### src/common/adc_port_pkg.sv
package adc_port_pkg;
	// ==========================================
	// Clocking and conversion timing
	localparam int CLK_HZ = 100_000_000;
	localparam int OSC_HZ = 32768;
	localparam int CONV_PER_SEC = 16;
	localparam int CONV_TICKS = OSC_HZ / CONV_PER_SEC;
	localparam int OSC_DIV = CLK_HZ / OSC_HZ;
	localparam int INT_TICKS_60 = 545;
	localparam int INT_TICKS_50 = 655;
	localparam int CNT_W = 12;
	// ==========================================
	// Command register 0 and 1 fields
	localparam int START_BIT = 7;
	localparam int RATE_BIT = 6;
	localparam int SLEEP_BIT = 5;
	localparam int ZERO_BIT = 4;
	localparam int RS_LO_BIT = 2;
	localparam int RS_HI_BIT = 1;
	localparam int REG_SEL_BIT = 0;
	localparam int P_OUT_LSB = 4;
	localparam logic [7:0] INVALID_BYTE = 8'h00;
	// ==========================================
	// Register map
	localparam logic [11:0] ADDR_RESULT_IN = 12'h000;
	localparam logic [11:0] ADDR_CMD_VIEW = 12'h004;
	localparam logic [11:0] ADDR_IRQ_STATUS = 12'h008;
	localparam logic [11:0] ADDR_IRQ_CLEAR = 12'h00c;
	localparam logic [11:0] ADDR_IRQ_ENABLE = 12'h010;
	localparam logic [19:0] RESULT_IN_RST = 20'h00000;
	localparam int IRQ_W = 3;
	localparam int IRQ_COMMIT = 0;
	localparam int IRQ_DONE = 1;
	localparam int IRQ_COLL = 2;
	localparam logic [1:0] RESP_OKAY = 2'b00;
	localparam logic [1:0] RESP_SLVERR = 2'b10;
	typedef enum logic [1:0] {
		RB_LOW = 2'b00,
		RB_HIGH = 2'b01,
		RB_STATUS = 2'b10,
		RB_INVALID = 2'b11
	} readback_t;
	typedef enum logic [1:0] {
		CV_IDLE = 2'b00,
		CV_INTEG = 2'b01,
		CV_DEINT = 2'b10
	} conv_state_t;
endpackage

### src/common/conv_if.sv
`timescale 1ns/1ns
interface conv_if;
	logic [7:0] cmd0;
	logic [7:0] cmd1;
	logic commit;
	logic start_ack;
	logic done;
	logic coll_evt;
	logic collision;
	logic eoc;
	logic integrating;
	logic [18:0] result;
	logic neg;
	logic [19:0] result_in;
	modport link (output cmd0, cmd1, commit,
		input start_ack, collision, eoc, integrating, result, neg);
	modport conv (input cmd0, commit, result_in,
		output start_ack, done, coll_evt, collision, eoc, integrating, result, neg);
	modport top (input cmd0, cmd1, commit, done, coll_evt, eoc, integrating,
		output result_in);
endinterface

### src/rtl/adc_serial_command_port.sv
// The register addresses and register access over AXI4-Lite are this design's own decisions.
`timescale 1ns/1ns
module adc_serial_command_port import adc_port_pkg::*; #(
	parameter int OSC_DIVIDE = OSC_DIV // System clocks per oscillator period
) (
	input wire logic clock, // System clock
	input wire logic sys_rst, // Synchronous reset
	input wire logic [11:0] s_axi_awaddr, // Write address
	input wire logic s_axi_awvalid, // Write address valid
	output logic s_axi_awready, // Write address ready
	input wire logic [31:0] s_axi_wdata, // Write data
	input wire logic [3:0] s_axi_wstrb, // Write byte strobes
	input wire logic s_axi_wvalid, // Write data valid
	output logic s_axi_wready, // Write data ready
	output logic [1:0] s_axi_bresp, // Write response
	output logic s_axi_bvalid, // Write response valid
	input wire logic s_axi_bready, // Write response ready
	input wire logic [11:0] s_axi_araddr, // Read address
	input wire logic s_axi_arvalid, // Read address valid
	output logic s_axi_arready, // Read address ready
	output logic [31:0] s_axi_rdata, // Read data
	output logic [1:0] s_axi_rresp, // Read response
	output logic s_axi_rvalid, // Read data valid
	input wire logic s_axi_rready, // Read data ready
	input wire logic cs_n_pin, // Link select, active low
	input wire logic sclk_pin, // Link shift clock
	input wire logic din_pin, // Link data in
	output logic dout, // Link data out
	output logic dout_oe, // Link data out enable
	output logic [3:0] p_out, // User outputs from command register 1
	output logic eoc, // End of conversion level
	output logic irq // Interrupt, active high level
);
	typedef struct packed {
		logic awready;
		logic aw_held;
		logic [11:0] awaddr;
		logic wready;
		logic w_held;
		logic [31:0] wdata;
		logic [3:0] wstrb;
		logic bvalid;
		logic [1:0] bresp;
		logic arready;
		logic rvalid;
		logic [31:0] rdata;
		logic [1:0] rresp;
		logic [19:0] result_in;
		logic [IRQ_W-1:0] irq_status;
		logic [IRQ_W-1:0] irq_en;
		logic irq;
		logic [3:0] p_out;
		logic eoc;
	} top_t;
	top_t r_reg, r_next;
	conv_if bus ();
	logic [IRQ_W-1:0] events;

	function automatic logic [31:0] apply_strb(input logic [31:0] old, input logic [31:0] wd,
		input logic [3:0] st);
		apply_strb = old;
		for (int i = 0; i < 4; i++) begin
			if (st[i]) begin
				apply_strb[i*8 +: 8] = wd[i*8 +: 8];
			end
		end
	endfunction

	link_shifter u_link (
		.clock(clock),
		.sys_rst(sys_rst),
		.cs_n_pin(cs_n_pin),
		.sclk_pin(sclk_pin),
		.din_pin(din_pin),
		.dout(dout),
		.dout_oe(dout_oe),
		.bus(bus.link)
	);

	conv_sequencer #(.OSC_DIVIDE(OSC_DIVIDE)) u_conv (
		.clock(clock),
		.sys_rst(sys_rst),
		.bus(bus.conv)
	);

	assign bus.result_in = r_reg.result_in;
	assign events = {bus.coll_evt, bus.done, bus.commit};

	// ==========================================
	// Register bus and interrupts
	always_comb begin
		logic [IRQ_W-1:0] clr;
		logic [31:0] tmp;
		clr = '0;
		tmp = '0;
		r_next = r_reg;
		if (r_reg.awready && s_axi_awvalid) begin
			r_next.aw_held = 1'b1;
			r_next.awaddr = s_axi_awaddr;
		end
		if (r_reg.wready && s_axi_wvalid) begin
			r_next.w_held = 1'b1;
			r_next.wdata = s_axi_wdata;
			r_next.wstrb = s_axi_wstrb;
		end
		if (r_reg.bvalid && s_axi_bready) begin
			r_next.bvalid = 1'b0;
		end
		if (r_reg.aw_held && r_reg.w_held && !r_reg.bvalid) begin
			r_next.aw_held = 1'b0;
			r_next.w_held = 1'b0;
			r_next.bvalid = 1'b1;
			r_next.bresp = RESP_OKAY;
			if (r_reg.awaddr == ADDR_RESULT_IN) begin
				tmp = apply_strb({12'h000, r_reg.result_in}, r_reg.wdata, r_reg.wstrb);
				r_next.result_in = tmp[19:0];
			end else if (r_reg.awaddr == ADDR_IRQ_CLEAR) begin
				tmp = apply_strb(32'h00000000, r_reg.wdata, r_reg.wstrb);
				clr = tmp[IRQ_W-1:0];
			end else if (r_reg.awaddr == ADDR_IRQ_ENABLE) begin
				tmp = apply_strb({29'h0, r_reg.irq_en}, r_reg.wdata, r_reg.wstrb);
				r_next.irq_en = tmp[IRQ_W-1:0];
			end else if (r_reg.awaddr == ADDR_CMD_VIEW || r_reg.awaddr == ADDR_IRQ_STATUS) begin
				r_next.bresp = RESP_OKAY;
			end else begin
				r_next.bresp = RESP_SLVERR;
			end
		end
		r_next.awready = !r_next.aw_held && !r_next.bvalid;
		r_next.wready = !r_next.w_held && !r_next.bvalid;
		if (r_reg.arready && s_axi_arvalid) begin
			r_next.rvalid = 1'b1;
			r_next.rresp = RESP_OKAY;
			if (s_axi_araddr == ADDR_RESULT_IN) begin
				r_next.rdata = {12'h000, r_reg.result_in};
			end else if (s_axi_araddr == ADDR_CMD_VIEW) begin
				r_next.rdata = {14'h0000, bus.integrating, bus.eoc, bus.cmd1, bus.cmd0};
			end else if (s_axi_araddr == ADDR_IRQ_STATUS) begin
				r_next.rdata = {29'h0, r_reg.irq_status};
			end else if (s_axi_araddr == ADDR_IRQ_ENABLE) begin
				r_next.rdata = {29'h0, r_reg.irq_en};
			end else if (s_axi_araddr == ADDR_IRQ_CLEAR) begin
				r_next.rdata = 32'h00000000;
			end else begin
				r_next.rdata = 32'h00000000;
				r_next.rresp = RESP_SLVERR;
			end
		end else if (r_reg.rvalid && s_axi_rready) begin
			r_next.rvalid = 1'b0;
		end
		r_next.arready = !r_next.rvalid;
		// A new event wins over a clear in the same cycle
		r_next.irq_status = (r_reg.irq_status & ~clr) | events;
		r_next.irq = |(r_next.irq_status & r_next.irq_en);
		r_next.p_out = bus.cmd1[7:P_OUT_LSB];
		r_next.eoc = bus.eoc;
	end

	always_ff @(posedge clock) begin
		if (sys_rst) begin
			r_reg <= '{result_in: RESULT_IN_RST, default: '0};
		end else begin
			r_reg <= r_next;
		end
	end

	assign s_axi_awready = r_reg.awready;
	assign s_axi_wready = r_reg.wready;
	assign s_axi_bresp = r_reg.bresp;
	assign s_axi_bvalid = r_reg.bvalid;
	assign s_axi_arready = r_reg.arready;
	assign s_axi_rdata = r_reg.rdata;
	assign s_axi_rresp = r_reg.rresp;
	assign s_axi_rvalid = r_reg.rvalid;
	assign p_out = r_reg.p_out;
	assign eoc = r_reg.eoc;
	assign irq = r_reg.irq;

	// ==========================================
	// Address map and bus handshakes
	function automatic logic mapped(input logic [11:0] a);
		mapped = a == ADDR_RESULT_IN || a == ADDR_CMD_VIEW || a == ADDR_IRQ_STATUS ||
			a == ADDR_IRQ_CLEAR || a == ADDR_IRQ_ENABLE;
	endfunction
endmodule

### src/rtl/conv_sequencer.sv
`timescale 1ns/1ns
module conv_sequencer import adc_port_pkg::*; #(
	parameter int OSC_DIVIDE = OSC_DIV // System clocks per oscillator period
) (
	input wire logic clock, // System clock
	input wire logic sys_rst, // Synchronous reset
	conv_if.conv bus // Command and status exchange
);
	localparam logic [CNT_W-1:0] DIV_LAST = CNT_W'(OSC_DIVIDE - 1);
	localparam logic [CNT_W-1:0] CONV_LAST = CNT_W'(CONV_TICKS - 1);
	typedef struct packed {
		conv_state_t state;
		logic [CNT_W-1:0] div_cnt;
		logic [CNT_W-1:0] conv_cnt;
		logic tick;
		logic rate_50;
		logic [19:0] sample;
		logic [18:0] result;
		logic neg;
		logic eoc;
		logic collision;
		logic coll_evt;
		logic start_ack;
		logic done;
	} seq_t;
	seq_t r_reg, r_next;

	function automatic logic [CNT_W-1:0] int_len(input logic rate_50);
		int_len = rate_50 ? CNT_W'(INT_TICKS_50) : CNT_W'(INT_TICKS_60);
	endfunction

	always_comb begin
		r_next = r_reg;
		r_next.tick = 1'b0;
		r_next.start_ack = 1'b0;
		r_next.done = 1'b0;
		r_next.coll_evt = 1'b0;
		// Oscillator period derived from the system clock
		if (r_reg.div_cnt == DIV_LAST) begin
			r_next.div_cnt = '0;
			r_next.tick = 1'b1;
		end else begin
			r_next.div_cnt = r_reg.div_cnt + 1'b1;
		end
		if (bus.commit && bus.cmd0[START_BIT] && r_reg.state != CV_IDLE) begin
			r_next.collision = 1'b1;
			r_next.coll_evt = 1'b1;
		end
		if (r_reg.tick) begin
			case (r_reg.state)
				CV_IDLE: begin
					if (bus.cmd0[START_BIT]) begin
						r_next.state = CV_INTEG;
						r_next.conv_cnt = CNT_W'(1);
						r_next.start_ack = 1'b1;
						r_next.eoc = 1'b0;
						r_next.collision = 1'b0;
						r_next.rate_50 = bus.cmd0[RATE_BIT];
						r_next.sample = bus.cmd0[ZERO_BIT] ? '0 : bus.result_in;
					end
				end
				CV_INTEG: begin
					r_next.conv_cnt = r_reg.conv_cnt + 1'b1;
					if (r_reg.conv_cnt == int_len(r_reg.rate_50)) begin
						r_next.state = CV_DEINT;
					end
				end
				CV_DEINT: begin
					if (r_reg.conv_cnt == CONV_LAST) begin
						r_next.conv_cnt = '0;
						r_next.state = CV_IDLE;
						r_next.eoc = 1'b1;
						r_next.done = 1'b1;
						r_next.result = r_reg.sample[18:0];
						r_next.neg = r_reg.sample[19];
					end else begin
						r_next.conv_cnt = r_reg.conv_cnt + 1'b1;
					end
				end
				default: r_next.state = CV_IDLE;
			endcase
		end
	end

	always_ff @(posedge clock) begin
		if (sys_rst) begin
			r_reg <= '{state: CV_IDLE, eoc: 1'b1, default: '0};
		end else begin
			r_reg <= r_next;
		end
	end

	assign bus.start_ack = r_reg.start_ack;
	assign bus.done = r_reg.done;
	assign bus.coll_evt = r_reg.coll_evt;
	assign bus.collision = r_reg.collision;
	assign bus.eoc = r_reg.eoc;
	assign bus.integrating = (r_reg.state == CV_INTEG);
	assign bus.result = r_reg.result;
	assign bus.neg = r_reg.neg;
endmodule

### src/rtl/link_shifter.sv
`timescale 1ns/1ns
module link_shifter import adc_port_pkg::*; (
	input wire logic clock, // System clock
	input wire logic sys_rst, // Synchronous reset
	input wire logic cs_n_pin, // Select, active low
	input wire logic sclk_pin, // Shift clock from host
	input wire logic din_pin, // Serial data in
	output logic dout, // Serial data out
	output logic dout_oe, // Serial data out enable
	conv_if.link bus // Command and status exchange
);
	typedef struct packed {
		logic cs_s1, cs_s2, cs_d;
		logic sclk_s1, sclk_s2, sclk_d;
		logic din_s1, din_s2;
		logic [7:0] shift_in;
		logic [7:0] shift_out;
		logic [7:0] cmd0;
		logic [7:0] cmd1;
		logic commit;
		logic dout;
		logic dout_oe;
	} link_t;
	link_t r_reg, r_next;
	logic [7:0] sel_byte;
	logic cs_fall, cs_rise, sclk_rise, sclk_fall;

	function automatic logic [7:0] out_byte(input logic [7:0] c0, input logic [18:0] res,
		input logic ng, input logic col, input logic eo, input logic integ);
		readback_t code;
		code = readback_t'({c0[RS_HI_BIT], c0[RS_LO_BIT]});
		case (code)
			RB_LOW: out_byte = res[10:3];
			RB_HIGH: out_byte = res[18:11];
			RB_STATUS: out_byte = {col, eo, integ, c0[SLEEP_BIT], ng, res[2:0]};
			default: out_byte = INVALID_BYTE;
		endcase
	endfunction

	assign cs_fall = r_reg.cs_d & ~r_reg.cs_s2;
	assign cs_rise = ~r_reg.cs_d & r_reg.cs_s2;
	assign sclk_rise = ~r_reg.sclk_d & r_reg.sclk_s2;
	assign sclk_fall = r_reg.sclk_d & ~r_reg.sclk_s2;
	// Readback choice uses cmd0 committed by the last frame with the register select bit clear
	assign sel_byte = out_byte(r_reg.cmd0, bus.result, bus.neg, bus.collision, bus.eoc,
		bus.integrating);

	always_comb begin
		r_next = r_reg;
		r_next.cs_s1 = cs_n_pin;
		r_next.cs_s2 = r_reg.cs_s1;
		r_next.cs_d = r_reg.cs_s2;
		r_next.sclk_s1 = sclk_pin;
		r_next.sclk_s2 = r_reg.sclk_s1;
		r_next.sclk_d = r_reg.sclk_s2;
		r_next.din_s1 = din_pin;
		r_next.din_s2 = r_reg.din_s1;
		r_next.commit = 1'b0;
		r_next.dout_oe = ~r_reg.cs_s2;
		if (bus.start_ack) begin
			r_next.cmd0[START_BIT] = 1'b0;
		end
		if (!r_reg.cs_s2) begin
			if (sclk_rise) begin
				r_next.shift_in = {r_reg.shift_in[6:0], r_reg.din_s2};
			end
			if (sclk_fall) begin
				r_next.dout = r_reg.shift_out[7];
				r_next.shift_out = {r_reg.shift_out[6:0], 1'b0};
			end
		end
		if (cs_fall) begin
			r_next.dout = sel_byte[7];
			r_next.shift_out = {sel_byte[6:0], 1'b0};
		end
		if (cs_rise) begin
			r_next.commit = 1'b1;
			if (r_reg.shift_in[REG_SEL_BIT]) begin
				r_next.cmd1 = r_reg.shift_in;
			end else begin
				r_next.cmd0 = r_reg.shift_in;
			end
		end
		if (!r_next.dout_oe) begin
			r_next.dout = 1'b0;
		end
	end

	always_ff @(posedge clock) begin
		if (sys_rst) begin
			r_reg <= '{cs_s1: 1'b1, cs_s2: 1'b1, cs_d: 1'b1, default: '0};
		end else begin
			r_reg <= r_next;
		end
	end

	assign dout = r_reg.dout;
	assign dout_oe = r_reg.dout_oe;
	assign bus.cmd0 = r_reg.cmd0;
	assign bus.cmd1 = r_reg.cmd1;
	assign bus.commit = r_reg.commit;
endmodule

### config.mk
export PLATFORM = sky130hd
export DESIGN_NAME = adc_serial_command_port
export DESIGN_NICKNAME = d
export VERILOG_FILES = /design/src/common/adc_port_pkg.sv /design/src/common/conv_if.sv /design/src/rtl/adc_serial_command_port.sv /design/src/rtl/conv_sequencer.sv /design/src/rtl/link_shifter.sv
export SDC_FILE = /design/constraint.sdc
export NUM_CORES = 1
export LEC_CHECK = 0
export BUFFER_PORTS_ARGS = -buffer_cell sky130_fd_sc_hd__buf_2
export CELL_PAD_IN_SITES_DETAIL_PLACEMENT = 0
export CELL_PAD_IN_SITES_GLOBAL_PLACEMENT = 1
export CORE_MARGIN = 3
export CORE_UTILIZATION = 44
export CTS_CLUSTER_SIZE = 30
export DETAILED_ROUTE_END_ITERATION = 12
export PLACE_DENSITY = 0.88
export SLEW_MARGIN = 25
export SYNTH_ARGS = -nofsm -noshare
export SYNTH_HDL_FRONTEND = slang
export SYNTH_HIERARCHICAL = 1
export SYNTH_SLANG_ARGS = --single-unit
### constraint.sdc
create_clock -name clock -period 2.3 [get_ports clock]
set_clock_uncertainty 0.1 [all_clocks]
set_input_delay 0.46 -clock clock [delete_from_list [all_inputs] [get_ports clock]]
set_output_delay 0.46 -clock clock [all_outputs]
set_load 0.03 [all_outputs]
==> impl_metrics.env <==
export IMPL_yosysSeqAreaShare_pct=47.8
export IMPL_ios=119
export IMPL_ys_seq_elements=210
export IMPL_viasPerCell=5.09
export IMPL_power_density_nw_per_um2=797
export IMPL_ant_nets=0
export IMPL_start_kind="flip-flop"
export IMPL_clkSinkCount=210
export IMPL_required_ns=2.58
export IMPL_grt_pass1_vias=6050
export IMPL_ir_drop_uv=441
export IMPL_drc=0
export IMPL_dr_total_vias=6501
export IMPL_period_share_pct=85.1
export IMPL_dp_hpwl_um=13500
export IMPL_nets=1072
export IMPL_largest_reg_flops=48
export IMPL_hold_violations=0
export IMPL_place_congestion=0.826
export IMPL_place_ws_ns=0.207
export IMPL_tns_ns=0
export IMPL_grt_max_degree=42
export IMPL_cts_resized=0
export IMPL_die_x_um=147
export IMPL_grt_pass1_wl_um=30800
export IMPL_layout_drive_gt1_share_pct=17.5
export IMPL_fmaxAchievable_mhz=511
export IMPL_synthCells=968
export IMPL_period_needed_ns=1.96
export IMPL_yosysTopAreaCell="dfxtp_1"
export IMPL_synth_edf_count=0
export IMPL_fin_util_pct=50.1
export IMPL_hold_buffers=0
export IMPL_rsz0062_at_grt="no"
export IMPL_antenna_cells=0
export IMPL_rows=51
export IMPL_layout_setup_ws_ns=0.342
export IMPL_critPathKind="reg2reg"
export IMPL_area_growth_syn_to_layout_pct=11.4
export IMPL_ys_flop_type="dfxtp_1"
export IMPL_antenna_found_initial=0
export IMPL_die_y_um=147
export IMPL_status="completed"
export IMPL_cts_clk_slew_worst_paths_ns=0.06
export IMPL_worst_setup_path_end_kind="flip-flop"
export IMPL_cts_root_buffer_cell="clkbuf_16"
export IMPL_p_leak_uw=0.00394
export IMPL_core_area_um2=19500
export IMPL_initial_core_util_pct=45.0
export IMPL_clockBufferDepth=3
export IMPL_arrival_ns=2.24
export IMPL_maxSlewViolCount=0
export IMPL_gr_total_overflow=0
export IMPL_totalWireLength_um=19300
export IMPL_cts_tree="built"
export IMPL_slew_headroom_pct=55.6
export IMPL_setup_viol_count_final=0
export IMPL_drtIter0Drc=432
export IMPL_power_uw=7800
export IMPL_grt_total_usage_pct=17.1
export IMPL_syn_cell_area_um2=8790
export IMPL_tightest_slew_ns=0.666
export IMPL_port_buffers=91
export IMPL_synthArstFlopShare_pct=0
export IMPL_min_path_type="in2reg"
export IMPL_syn_area_per_cell_um2=9.08
export IMPL_synth_area_top_cells="dfxtp_1 (48%), buf_4 (6.6%), nand2_1 (5.8%), mux2i_1 (5.4%), nor2_1 (4.7%)"
export IMPL_clk_latency_ns=0.51
export IMPL_synth_top_cell_area_share_pct=47.8
export IMPL_yosys_warnings=6
export IMPL_cp_max_fo=3
export IMPL_die_area_um2=21700
export IMPL_cap_violations=0
export IMPL_wl_per_cell_um=15.1
export IMPL_drt_pass1_iterations=5
export IMPL_h_tree_depth=1
export IMPL_synthDistinctLibCells=68
export IMPL_cts_buffers=22
export IMPL_post_cts_buffers=0
layer usage:
metal | global-route usage [%] | share of wire, % | up-vias
met4 | 4.29 | 1.8 | 0
met1 | 24.4 | 48 | 3027
met3 | 2.31 | 4.2 | 25
li1 | - | - | 3312
met2 | 27.7 | 46 | 137
met5 | 0 | 0 | -
per-stage QoR:
stage | std cells | hold WS, ns | instance area [µm²]
3_5_place_dp | 1236 | 0.294 | 9040
4_1_cts | 1276 | 0.0247 | 9790
6_report | 1276 | 0.0438 | 9790
5_1_grt | 1276 | 0.0442 | 9790
2_1_floorplan | 981 | 0.289 | 8840
3_3_place_gp | 1236 | 0.297 | 9040
power breakdown:
part / internal [µW] / switching (µW)
sequential: 3710 / 50.2
clock: 2190 / 1410
combinational: 151 / 291
placed cells by master (no fill, tap or decap), types with 20 or more instances in the layout:
master	Yosys	routed
a21oi_1	65	65
a221oi_1	21	21
a22o_1	20	20
buf_2	5	90
buf_4	77	21
clkbuf_16	0	22
dfxtp_1	210	210
mux2i_1	47	47
nand2_1	135	135
nor2_1	109	109
nor3_1	25	24
logic make-up (layout without fill, tap and decap cells):
logic type               Yosys count  count (layout)  share of synthesized area, %
multiplexers                      56              56                          6.55
adder cells (fa/ha/maj)            7               7                         0.996
flip-flops                       210             210                          47.8
XOR/XNOR                          15              15                          1.49
AO/OA/AOI/OAI                    163             163                          12.3
buffers and inverters            144             174                          10.2
AND/OR/NAND/NOR                  371             371                          20.6
other                              2              15                        0.0854
area by class of cell:
| cell class | instances | area [µm²] |
|---|---|---|
| inverters | 19 | 71.3 |
| fillers | 1855 | 9740 |
| well taps | 265 | 332 |
| flip-flops and latches | 210 | 4200 |
| repair buffers | 115 | 688 |
| multi-input cells | 627 | 3750 |
| clock inverters | 7 | 96.3 |
| clock buffers | 33 | 652 |
worst paths after layout:
check | endpoint | cells after the start | slack (ns) | startpoint
worst max register to register | irq$_SDFF_PP0_ | 5 | 0.34 | r_reg[117]$_SDFFE_PP0P_
worst min register to register | u_link/r_next[40]$_SDFF_PP1_ | 1 | 0.31 | u_link/r_next[41]$_SDFF_PP1_
worst max-delay path | irq$_SDFF_PP0_ | 5 | 0.34 | r_reg[117]$_SDFFE_PP0P_
worst min-delay path | u_link/r_next[41]$_SDFF_PP1_ | 2 | 0.04 | cs_n_pin
cell usage after synthesis (5+ instances only):
master / n
a21oi_1: 65
a221oi_1: 21
a22o_1: 20
a22oi_1: 7
a31oi_1: 6
a32oi_1: 6
and2_1: 7
and4_1: 6
buf_1: 5
buf_2: 5
buf_4: 77
buf_6: 6
clkbuf_1: 30
dfxtp_1: 210
ha_1: 7
inv_1: 19
mux2_2: 8
mux2i_1: 47
nand2_1: 135
nand2b_1: 7
nand3_1: 12
nand4_1: 11
nor2_1: 109
nor2b_1: 15
nor3_1: 25
o21ai_0: 13
xnor2_1: 5
xor2_1: 10
critical path: stages (launching register included):
cell and delay, ns:
dfxtp_1 0.34, nor4_4 0.35, nand4_1 0.30, mux2i_1 0.28
a311oi_1 0.07, or3_1 0.39
(Power assumes the default switching activity.)
